### src/verilog/swwd_pkg.sv
// swwd_pkg: constants and types for the sleep, wake and watchdog controller
// assumes: sys_clk at 125 MHz, low_freq_internal_osc tick arrives as a one-cycle pulse
package swwd_pkg;
  // ****************************************
  // register map (indices chosen locally)
  // ****************************************
  localparam logic [3:0] ADDR_REGULATOR_CONTROL = 4'h0;
  localparam logic [3:0] ADDR_CORE_STATUS = 4'h1;
  localparam logic [3:0] ADDR_WATCHDOG_CONTROL = 4'h2;
  localparam logic [3:0] ADDR_IRQ_STATUS = 4'h3;
  localparam logic [3:0] ADDR_IRQ_MASK = 4'h4;

  // ****************************************
  // field positions and reset values
  // ****************************************
  localparam int REG_PM_BIT = 1;
  localparam int REG_RSVD_BIT = 0;
  localparam int STAT_TO_BIT = 4;
  localparam int STAT_PD_BIT = 3;
  localparam int WDC_PS_LSB = 1;
  localparam int WDC_SWEN_BIT = 0;
  localparam logic [4:0] PS_RESET = 5'h0b;
  localparam logic [4:0] PS_MAX = 5'h12;
  localparam int PS_BASE_SHIFT = 5;
  localparam logic [1:0] MODE_OFF = 2'h0;
  localparam logic [1:0] MODE_SW = 2'h1;
  localparam logic [1:0] MODE_AWAKE = 2'h2;
  localparam logic [1:0] MODE_ON = 2'h3;
  localparam logic [15:0] ISR_VECTOR = 16'h0004;
  localparam int IRQ_WAKE_BIT = 0;
  localparam int IRQ_WDT_WAKE_BIT = 1;
  localparam int IRQ_NOP_BIT = 2;
  localparam int CNT_W = 23;

  // ****************************************
  // states
  // ****************************************
  typedef enum logic [2:0] {
    ST_RUN = 3'b001,
    ST_SLEEP = 3'b010,
    ST_STAB = 3'b100
  } swwd_state_t;
endpackage
### src/verilog/swwd_ctrl.sv
// swwd_ctrl: sleep entry, wake-up, regulator mode and watchdog for a small core
// assumes: core pulses sleep_instr and watchdog_clear_instruction for one cycle;
// osc_tick is one sys_clk pulse per low-frequency oscillator period.
//
// Functional notes
// - pending enabled interrupt with global disable: sleep is a no-operation, only the no-op status bit sets
// - interrupt during or after sleep: wake at once, clear watchdog, set timeout, clear powerdown
// - wake with global enable calls vector 0004h, else continue in-line
// - regulator_power_mode bit selects low-power regulator state during sleep
// - waking from low-power sleep waits for regulator stabilisation before resuming
// - active low-power-incompatible peripheral forces normal regulator mode during sleep
// - reserved bit reads one after reset; upper six bits read zero
// - watchdog counts ticks of the independent 31 kHz oscillator, 1 ms base
// - mode 00 keeps watchdog always disabled
// - mode 11 keeps watchdog active always, including sleep
// - mode 10 active awake, disabled asleep
// - mode 01 follows watchdog_software_enable bit
// - awake time-out without clear resets the device
// - period select spans 1 ms to 256 s, resets to two seconds
// - counter clears on reset, clear, sleep entry, wake, osc fail, disable, startup timer
// - time-out asleep wakes device and updates flags instead of reset
// - code 0 is divide-by-32, doubling to 10010; higher codes give minimum
`timescale 1ns/1ns
module swwd_ctrl
  import swwd_pkg::*;
(
  input wire logic sys_clk,
  input wire logic rstn,
  input wire logic [3:0] addr,
  input wire logic [7:0] wdata,
  input wire logic wr_en,
  input wire logic rd_en,
  output logic [7:0] rdata,
  input wire logic [1:0] watchdog_mode_config,
  input wire logic sleep_instr,
  input wire logic watchdog_clear_instruction,
  input wire logic global_interrupt_enable,
  input wire logic irq_pending,
  input wire logic osc_tick,
  input wire logic osc_fail,
  input wire logic oscillator_startup_timer,
  input wire logic lp_incompatible_active,
  input wire logic regulator_ready,
  output logic cpu_clk_en,
  output logic regulator_low_power,
  output logic call_isr,
  output logic [15:0] isr_vector,
  output logic wdt_reset,
  output logic irq
);
  // ****************************************
  // state
  // ****************************************
  typedef struct packed {
    swwd_state_t st;
    logic pm;
    logic rsvd;
    logic to_flag;
    logic pd_flag;
    logic [4:0] ps;
    logic swen;
    logic [CNT_W-1:0] cnt;
    logic lp_slept;
    logic call;
    logic wrst;
    logic [2:0] ists;
    logic [2:0] imask;
    logic [7:0] rd;
  } swwd_regs_t;

  swwd_regs_t r_ff;
  swwd_regs_t nxt_r;

  logic asleep;
  logic wdt_active;
  logic [CNT_W-1:0] limit;
  logic timeout;
  logic wake;
  logic clr_cnt;
  logic [2:0] ev;

  // ****************************************
  // watchdog decode
  // ****************************************
  always_comb begin
    asleep = (r_ff.st != ST_RUN);
    unique case (watchdog_mode_config)
      MODE_OFF: wdt_active = 1'b0;
      MODE_SW: wdt_active = r_ff.swen;
      MODE_AWAKE: wdt_active = !asleep;
      MODE_ON: wdt_active = 1'b1;
    endcase
    // codes above the table fall back to 1:32
    if (r_ff.ps > PS_MAX) begin
      limit = CNT_W'(1) << PS_BASE_SHIFT;
    end else begin
      limit = CNT_W'(1) << (PS_BASE_SHIFT + int'(r_ff.ps));
    end
    timeout = wdt_active && osc_tick && (r_ff.cnt == limit - CNT_W'(1));
  end

  // ****************************************
  // next state
  // ****************************************
  always_comb begin
    nxt_r = r_ff;
    nxt_r.call = 1'b0;
    nxt_r.wrst = 1'b0;
    nxt_r.rd = 8'h00;
    wake = 1'b0;
    clr_cnt = 1'b0;
    ev = 3'h0;
    unique case (r_ff.st)
      ST_RUN: begin
        if (sleep_instr && !irq_pending) begin
          nxt_r.st = ST_SLEEP;
          nxt_r.to_flag = 1'b1;
          nxt_r.pd_flag = 1'b0;
          nxt_r.lp_slept = r_ff.pm && !lp_incompatible_active;
          clr_cnt = 1'b1;
        end
        // sleep with a pending source is dropped, only the no-op status bit is set
        if (timeout) begin
          nxt_r.wrst = 1'b1;
        end
      end
      ST_SLEEP: begin
        nxt_r.lp_slept = r_ff.lp_slept && r_ff.pm && !lp_incompatible_active;
        if (irq_pending) begin
          wake = 1'b1;
          nxt_r.to_flag = 1'b1;
          ev[IRQ_WAKE_BIT] = 1'b1;
        end else if (timeout) begin
          wake = 1'b1;
          nxt_r.to_flag = 1'b0;
          ev[IRQ_WDT_WAKE_BIT] = 1'b1;
        end
        if (wake) begin
          nxt_r.pd_flag = 1'b0;
          clr_cnt = 1'b1;
          nxt_r.st = r_ff.lp_slept ? ST_STAB : ST_RUN;
          nxt_r.call = !r_ff.lp_slept && global_interrupt_enable && irq_pending;
        end
      end
      ST_STAB: begin
        clr_cnt = 1'b1;
        if (regulator_ready) begin
          nxt_r.st = ST_RUN;
          nxt_r.lp_slept = 1'b0;
          nxt_r.call = global_interrupt_enable && irq_pending;
        end
      end
      default: nxt_r.st = ST_RUN;
    endcase
    if (sleep_instr && irq_pending && r_ff.st == ST_RUN) begin
      ev[IRQ_NOP_BIT] = 1'b1;
    end
    nxt_r.ists = r_ff.ists | ev;

    // counter
    if (clr_cnt || !wdt_active || watchdog_clear_instruction || osc_fail || oscillator_startup_timer
        || timeout) begin
      nxt_r.cnt = '0;
    end else if (osc_tick) begin
      nxt_r.cnt = r_ff.cnt + CNT_W'(1);
    end
    if (watchdog_clear_instruction) begin
      nxt_r.to_flag = 1'b1;
      nxt_r.pd_flag = 1'b1;
    end

    // register writes
    if (wr_en) begin
      unique case (addr)
        ADDR_REGULATOR_CONTROL: begin
          nxt_r.pm = wdata[REG_PM_BIT];
          nxt_r.rsvd = wdata[REG_RSVD_BIT];
        end
        ADDR_WATCHDOG_CONTROL: begin
          nxt_r.ps = wdata[WDC_PS_LSB +: 5];
          nxt_r.swen = wdata[WDC_SWEN_BIT];
        end
        ADDR_IRQ_MASK: nxt_r.imask = wdata[2:0];
        default: ;
      endcase
    end

    // register reads, data in the following cycle
    if (rd_en) begin
      unique case (addr)
        ADDR_REGULATOR_CONTROL: begin
          nxt_r.rd[REG_PM_BIT] = r_ff.pm;
          nxt_r.rd[REG_RSVD_BIT] = r_ff.rsvd;
        end
        ADDR_CORE_STATUS: begin
          nxt_r.rd[STAT_TO_BIT] = r_ff.to_flag;
          nxt_r.rd[STAT_PD_BIT] = r_ff.pd_flag;
        end
        ADDR_WATCHDOG_CONTROL: begin
          nxt_r.rd[WDC_PS_LSB +: 5] = r_ff.ps;
          nxt_r.rd[WDC_SWEN_BIT] = r_ff.swen;
        end
        ADDR_IRQ_STATUS: begin
          nxt_r.rd[2:0] = r_ff.ists;
          // clear on read, but events landing now survive
          nxt_r.ists = ev;
        end
        ADDR_IRQ_MASK: nxt_r.rd[2:0] = r_ff.imask;
        default: ;
      endcase
    end
  end

  // ****************************************
  // registers
  // ****************************************
  always_ff @(posedge sys_clk or negedge rstn) begin
    if (!rstn) begin
      r_ff.st <= ST_RUN;
      r_ff.pm <= 1'b0;
      r_ff.rsvd <= 1'b1;
      r_ff.to_flag <= 1'b1;
      r_ff.pd_flag <= 1'b1;
      r_ff.ps <= PS_RESET;
      r_ff.swen <= 1'b0;
      r_ff.cnt <= '0;
      r_ff.lp_slept <= 1'b0;
      r_ff.call <= 1'b0;
      r_ff.wrst <= 1'b0;
      r_ff.ists <= 3'h0;
      r_ff.imask <= 3'h0;
      r_ff.rd <= 8'h00;
    end else begin
      r_ff <= nxt_r;
    end
  end

  assign rdata = r_ff.rd;
  assign cpu_clk_en = (r_ff.st == ST_RUN);
  assign regulator_low_power = (r_ff.st == ST_SLEEP) && r_ff.lp_slept;
  assign call_isr = r_ff.call;
  assign isr_vector = ISR_VECTOR;
  assign wdt_reset = r_ff.wrst;
  assign irq = |(r_ff.ists & r_ff.imask);
endmodule

### config.mk
export PLATFORM = sky130hd
export DESIGN_NAME = swwd_ctrl
export DESIGN_NICKNAME = d
export VERILOG_FILES = /design/src/verilog/swwd_pkg.sv /design/src/verilog/swwd_ctrl.sv
export SDC_FILE = /design/constraint.sdc
export NUM_CORES = 1
export LEC_CHECK = 0
export ABC_AREA = 1
export BUFFER_PORTS_ARGS = -buffer_cell sky130_fd_sc_hd__buf_2
export CAP_MARGIN = 0
export CORE_ASPECT_RATIO = 1.5
export CORE_UTILIZATION = 40
export DETAILED_ROUTE_END_ITERATION = 10
export PLACE_DENSITY_LB_ADDON = 0.15
export SETUP_SLACK_MARGIN = 0.05
export SYNTH_ARGS = -nofsm -noshare
export SYNTH_HDL_FRONTEND = slang
export SYNTH_SLANG_ARGS = --single-unit
export TNS_END_PERCENT = 20
### constraint.sdc
create_clock -name sys_clk -period 3.1 [get_ports sys_clk]
set_clock_uncertainty 0.1 [all_clocks]
set_input_delay 0.155 -clock sys_clk [delete_from_list [all_inputs] [get_ports sys_clk]]
set_output_delay 0.155 -clock sys_clk [all_outputs]
set_load 0.01 [all_outputs]
Yosys cells after proc, flatten, opt, wreduce, memory -nomap -nowiden. Index checks and enable logic that the tools add are counted.

Register bits after elaboration: 51. Bits of input ports: 27. Output and inout port bits: 29. Word-level logic and storage cells: 112.

Add/subtract/negate cells: 3. $lt $le $gt $ge: 1. Equality and inequality tests: 18. Shift-type cells: 1. Mux-type cells: 38. Bitwise logic cells: 2. Reductions and logical operators: 35.

Operators with widths (number): $mux W23 (3); $add A23 B1 Y23 const B (1); $eq A23 B23 Y1 (1); $shl A1 B6 Y23 const A (1); $sub A23 B1 Y23 const B (1); $mux W3 (6); $mux W1 (15); $logic_and A1 B1 Y1 (12); $reduce_and A3 Y1 (4); $pmux W1 S3 (3); $pmux W3 S3 (1); $eq A4 B2 Y1 const B (2); $mux W2 (4); $pmux W2 S2 (2); $pmux W2 S4 (1); $add A3 B5 Y6 const A (1); $mux W6 (1); $ne A3 B2 Y1 const B (2); $reduce_and A2 Y1 (3); $reduce_bool A3 Y1 (2); $gt A5 B5 Y1 const B (1); $logic_not A1 Y1 (5); $logic_or A1 B1 Y1 (5); $eq A2 B2 Y1 const B (2); other kinds (18) (19).

Longest topological paths before layout.
Depth in word-level cells: 17. Gate-level depth with buffers: 20. Mapped depth without buffers: 19.

Worst setup path after synthesis. No wires, ideal clock.

Path type: register to register. Start: register r_ff[41] (netlist bit). End: register r_ff[36] (netlist bit). Library setup time: 0.118 ns. Arrival: 2.197 ns. Required time: 2.882 ns. Slack: 0.686 ns. Cell stages (with the launch flop): 20. Buffers on the path: 2. Clock period less this slack: 2.414 ns. Cell sequence: dfstp_2 -> buf_6 -> inv_2 -> nor2_1 -> nand3_2 -> nand2_4 -> nor2_4 -> nand2_4 -> inv_2 -> nand3_1 -> nand2_1 -> nor2_4 -> nand2_2 -> nor2_4 -> nand3_4 -> nand2_8 -> nor2_8 -> buf_12 -> nand2_2 -> nand2_1.

Cells in the longest elaborated chain, start to end: 17. Elaborated cells on any way between the ends: 19. Those cells by class: add/sub: 2; order compare: 1; eq/ne: 1; shift: 1; mux: 7; reduce/logical: 7.

RTL lines: start: declaration (line swwd_ctrl.sv:71) `swwd_regs_t r_ff;`; start signal: assignment (line swwd_ctrl.sv:234) `r_ff <= nxt_r;`; $add A3 B5 Y6 (line swwd_ctrl.sv:97) `limit = CNT_W'(1) << (PS_BASE_SHIFT + int'(r_ff.ps));`; $shl A1 B6 Y23 (line swwd_ctrl.sv:97); $mux W23 (*) (line swwd_ctrl.sv:94) `if (r_ff.ps > PS_MAX) begin`; $sub A23 B1 Y23 (*) (line swwd_ctrl.sv:99) `timeout = wdt_active && osc_tick && (r_ff.cnt == limit - CNT_W'(1));`; $eq A23 B23 Y1 (*) (line swwd_ctrl.sv:99); $logic_and A1 B1 Y1 (*) (line swwd_ctrl.sv:99); $mux W1 (line swwd_ctrl.sv:133) `end else if (timeout) begin`; $mux W1 (line swwd_ctrl.sv:129) `if (irq_pending) begin`; $mux W1 (line swwd_ctrl.sv:113) `unique case (r_ff.st)`; $mux W1 (line swwd_ctrl.sv:138) `if (wake) begin`; $pmux W1 S3 (line swwd_ctrl.sv:113); $logic_or A1 B1 Y1 (4 in series) (line swwd_ctrl.sv:161) `if (clr_cnt || !wdt_active || watchdog_clear_instruction || osc_fail || oscillator_startup_timer`; $logic_or A1 B1 Y1 (*) (line swwd_ctrl.sv:162) `|| timeout) begin`; $mux W23 or $reduce_bool A2 Y1 (tied branches).

Mark *: on every way between the ends. The rest lies on a longest branch, timed or not. The select of a mux whose other input is x is not followed. A chain may end at the register's enable or synchronous reset.

Worst setup path after layout.
Start: register r_ff[41] (netlist bit). End: register r_ff[27] (netlist bit).

Same word-level chain as after synthesis.

==> summary.txt <==
Placement
  – Placer's final routability congestion estimate: 0.870
  – I/O Buffers: 35
  – Placed cells: 718
  – Detailed Place HPWL: around 8200 microns
  – Area post-placement: 0.00430 sq mm

Timing
  – Slew Limit Fails: 0
  – Fin Hold WS: 0.859 ps
  – Final Hold Viols: 0
  – Minimum clock period: 2730 ps
  – Slew HR: a little under three fifths
  – RSZ-0062 raised after global routing: false
  – Final setup TNS: 0 ps
  – Worst-Margin Slew: 666 ps
  – Maximum clock frequency: about 370 MHz
  – Tcrit/Tclk final: 88.2%
  – # setup viols final: 0

Drt
  – Vias/cell: between 5 and 6
  – Drt pass-1 iters: 4
  – Vias post-DR: roughly 3700
  – Post-DRT Antenna Nets: 0
  – DRC violations left: 0
  – Initial DRC Count: 189
  – Drt total wl: 10300 microns
  – DR WL/cell: 14.1 microns

Clock tree
  – CTS buffer count: 5
  – Clk root buf: clkbuf_16
  – Clock Path Buffers: 2
  – Hold bufs inserted after CTS: 4
  – Post CTS Setup Buffer Count: 0
  – TritonCTS Sinks: 51
  – Clock slew at reported path FFs: around 70 ps
  – Post-CTS Resized: 0
  – Clk Latency, worst-skew pair: 300 ps
  – CTS tree: yes
  – Depth of the CTS H-tree: 2

Synthesis
  – Synth warn: 0
  – Synthesized flop and latch total: 51
  – Primary FF master, synth: dfrtp_1
  – Mapped Avg Cell Area: 7.19 sq um
  – Seq/Total Area, Yosys: 30.6%
  – Cell Area, Synth: 0.00420 sq mm
  – Mapped Cells: 584
  – Post-synth ARST share: 100%
  – Netlist cell types: 45
  – Post-synth EDFFs: 0

Critical path
  – Crit path max-delay family: simple AND/OR/NAND/NOR gates
  – Startpoint types: flip-flop
  – Critical path class: reg2reg
  – Worst EP arrival: 2870 ps
  – Critical Path Fanout Max: 15
  – Crit-path most repeated cell: nand2_1
  – CP Buf/Inv Count: 2
  – Worst Path Required: 3240 ps
  – Worst path max stage delay: 690 ps
  – Endpoint class of the critical path: flip-flop
  – Cell at the slowest stage of the critical path: dfstp_2
  – Critical path cell sequence: inv_2 > nor2_1 > nand3_2 > nand2_4 > nor2_4 > nand2_4 > inv_2 > nand3_1 > nand2_1 > nand2_1 > nor2_4 > nand2_2 > nor2_4 > nand3_4 > nand2_8 > nor2_8 > nand2_1 > nand2_1

Floorplanning
  – Core area: 0.0101 sq mm
  – Starting Density: 41.4%
  – DIE AREA: 0.0109 sq mm
  – # IOs: 56
  – Row count: 45
  – Die Y-Extent: 127 microns
  – Die extent in x: 85.6 microns

Cells and area
  – Commonest non-fill, non-tap cell in the layout: nand2_1
  – Post-layout instance area: 0.00449 sq mm
  – Filler cells: 1080
  – Final net count: between 600 and 700
  – Commonest non-fill, non-tap cells in the layout: 145 x nand2_1, 61 x nor2_1, 58 x inv_1
  – Layout cells sized above 1: 16.5%
  – Antenna Cells: 0
  – Layout Cells excl Fill: 730
  – P&R area growth vs syn: 7.04%

Power
  – Max VDD drop: between 0.2 and 0.3 mV
  – P_leak: 2.24 nW
  – Pwr Total: 2.08 mW
  – Cell area power density: 464 mW/mm^2

Run status
  – Status: complete, no violations

GRT
  – Total grt overflow: 0
  – Met3 Resource Use GR: around 3.4%
  – Global-route wire length before repair: 17600 microns
  – Met1 Usage GRT: between 20% and 30%
  – Top Usage Layer GRT: met2
  – GRT met2 Usage: 37.3%
  – GRT Util Overall: 20.7%
  – Largest net degree at the start of global routing: 28
  – Initial antenna violation count: 0
  – Vias in the first global route: 3586

Job
  – MaxCap Viol Count: 0

Hold path
  – Hold crit path type: in2reg
==> routing by layer <==
metal | share of wire, % | vias up
li1 | - | 1897
met1 | 40 | 1704
met2 | 52 | 93
met3 | 3.9 | 28
met4 | 4.6 | 0
met5 | 0 | -
==> final timing paths <==
| kind | cells past startpoint | end | startpoint | slack [ps] |
|---|---|---|---|---|
| worst max register to register | 18 | r_ff[27] | r_ff[41] | 370 |
| min in group asynchronous | 2 | r_ff[43] | rstn | 330 |
| max in group asynchronous | 3 | r_ff[47] | rstn | 1730 |
| worst min register to register | 2 | r_ff[46] | r_ff[46] | 370 |
| worst min-delay path | 3 | r_ff[42] | wdata[2] | 0.9 |
| worst max-delay path | 18 | r_ff[27] | r_ff[41] | 370 |
==> stage by stage <==
step,setup slack [ps],util (%)
CTS,346,44.3
global placement,417,42.4
floorplan,686,-
finish,367,44.3
global route,72.9,44.3
detailed placement,375,42.4
==> worst reg2reg max path: stages, from the launching register on <==
cell	delay [ps]
dfstp_2	690
inv_2	110
nor2_1	180
nand3_2	130
nand2_4	130
nor2_4	50
nand2_4	130
inv_2	70
nand3_1	70
nand2_1	50
nand2_1	100
nor2_4	40
nand2_2	70
nor2_4	50
nand3_4	110
nand2_8	130
nor2_8	300
nand2_1	90
nand2_1	80
==> final cells by class <==
type / instances / area, sq um / area share, %
Inverter: 68 / 265 / 5.91
Clock buffer: 7 / 143 / 3.18
Tap cell: 117 / 146 / 3.26
Clock inverter: 1 / 8.76 / 0.195
Multi-Input combinational cell: 443 / 2400 / 53.4
Sequential cell: 51 / 1280 / 28.6
Timing Repair Buffer: 43 / 245 / 5.46
==> synthesized netlist by cell type (2+ instances only) <==
library cell	count	area [sq um]
conb_1	2	7.51
o21ai_2	2	17.5
nand3_1	48	240
clkbuf_1	4	15.0
xnor2_1	7	61.3
nor2_1	61	229
nand2_2	14	87.6
nor4_1	4	25.0
nor2_8	3	60.1
buf_6	4	45.0
nand4_1	22	138
buf_2	2	10.0
dfstp_2	7	184
o31ai_1	3	22.5
a21oi_1	8	40.0
nand2_4	4	45.0
inv_1	58	218
o21ai_0	19	95.1
xor2_1	28	245
a221oi_1	2	17.5
nor3_1	14	70.1
nand3b_1	15	113
nand3_4	2	35.0
nand2_1	145	544
dfrtp_1	44	1100
ha_1	2	25.0
inv_2	8	30.0
nor2_2	2	12.5
buf_4	28	210
nor2_4	5	56.3
nand3_2	3	30.0
==> power by group <==
| group | internal (mW) | total, mW | leakage, nW | switching, mW |
|---|---|---|---|---|
| clock network | 0.324 | 0.588 | 0.0741 | 0.264 |
| logic | 0.221 | 0.652 | 1.50 | 0.431 |
| registers | 0.756 | 0.843 | 0.667 | 0.0870 |
| total | 1.30 | 2.08 | 2.24 | 0.782 |
==> state kept, by name, summed over array words and instances (netlist names) <==
name	flops
rdata	6
call_isr	1
r_ff	43
wdt_reset	1
==> logic make-up (layout without fill, tap and decap cells) <==
kind of cell | count (synthesis) | count (layout) | synth area share [%]
XOR/XNOR | 36 | 36 | 7.84
buffers and inverters | 108 | 119 | 13.8
adder cells (fa/ha/maj) | 2 | 2 | 0.596
AND/OR/NAND/NOR | 345 | 345 | 41.2
AO/OA/AOI/OAI | 40 | 40 | 5.75
other | 2 | 20 | 0.179
flip-flops | 51 | 51 | 30.6
Note: power is estimated with default switching activity, not from simulation.
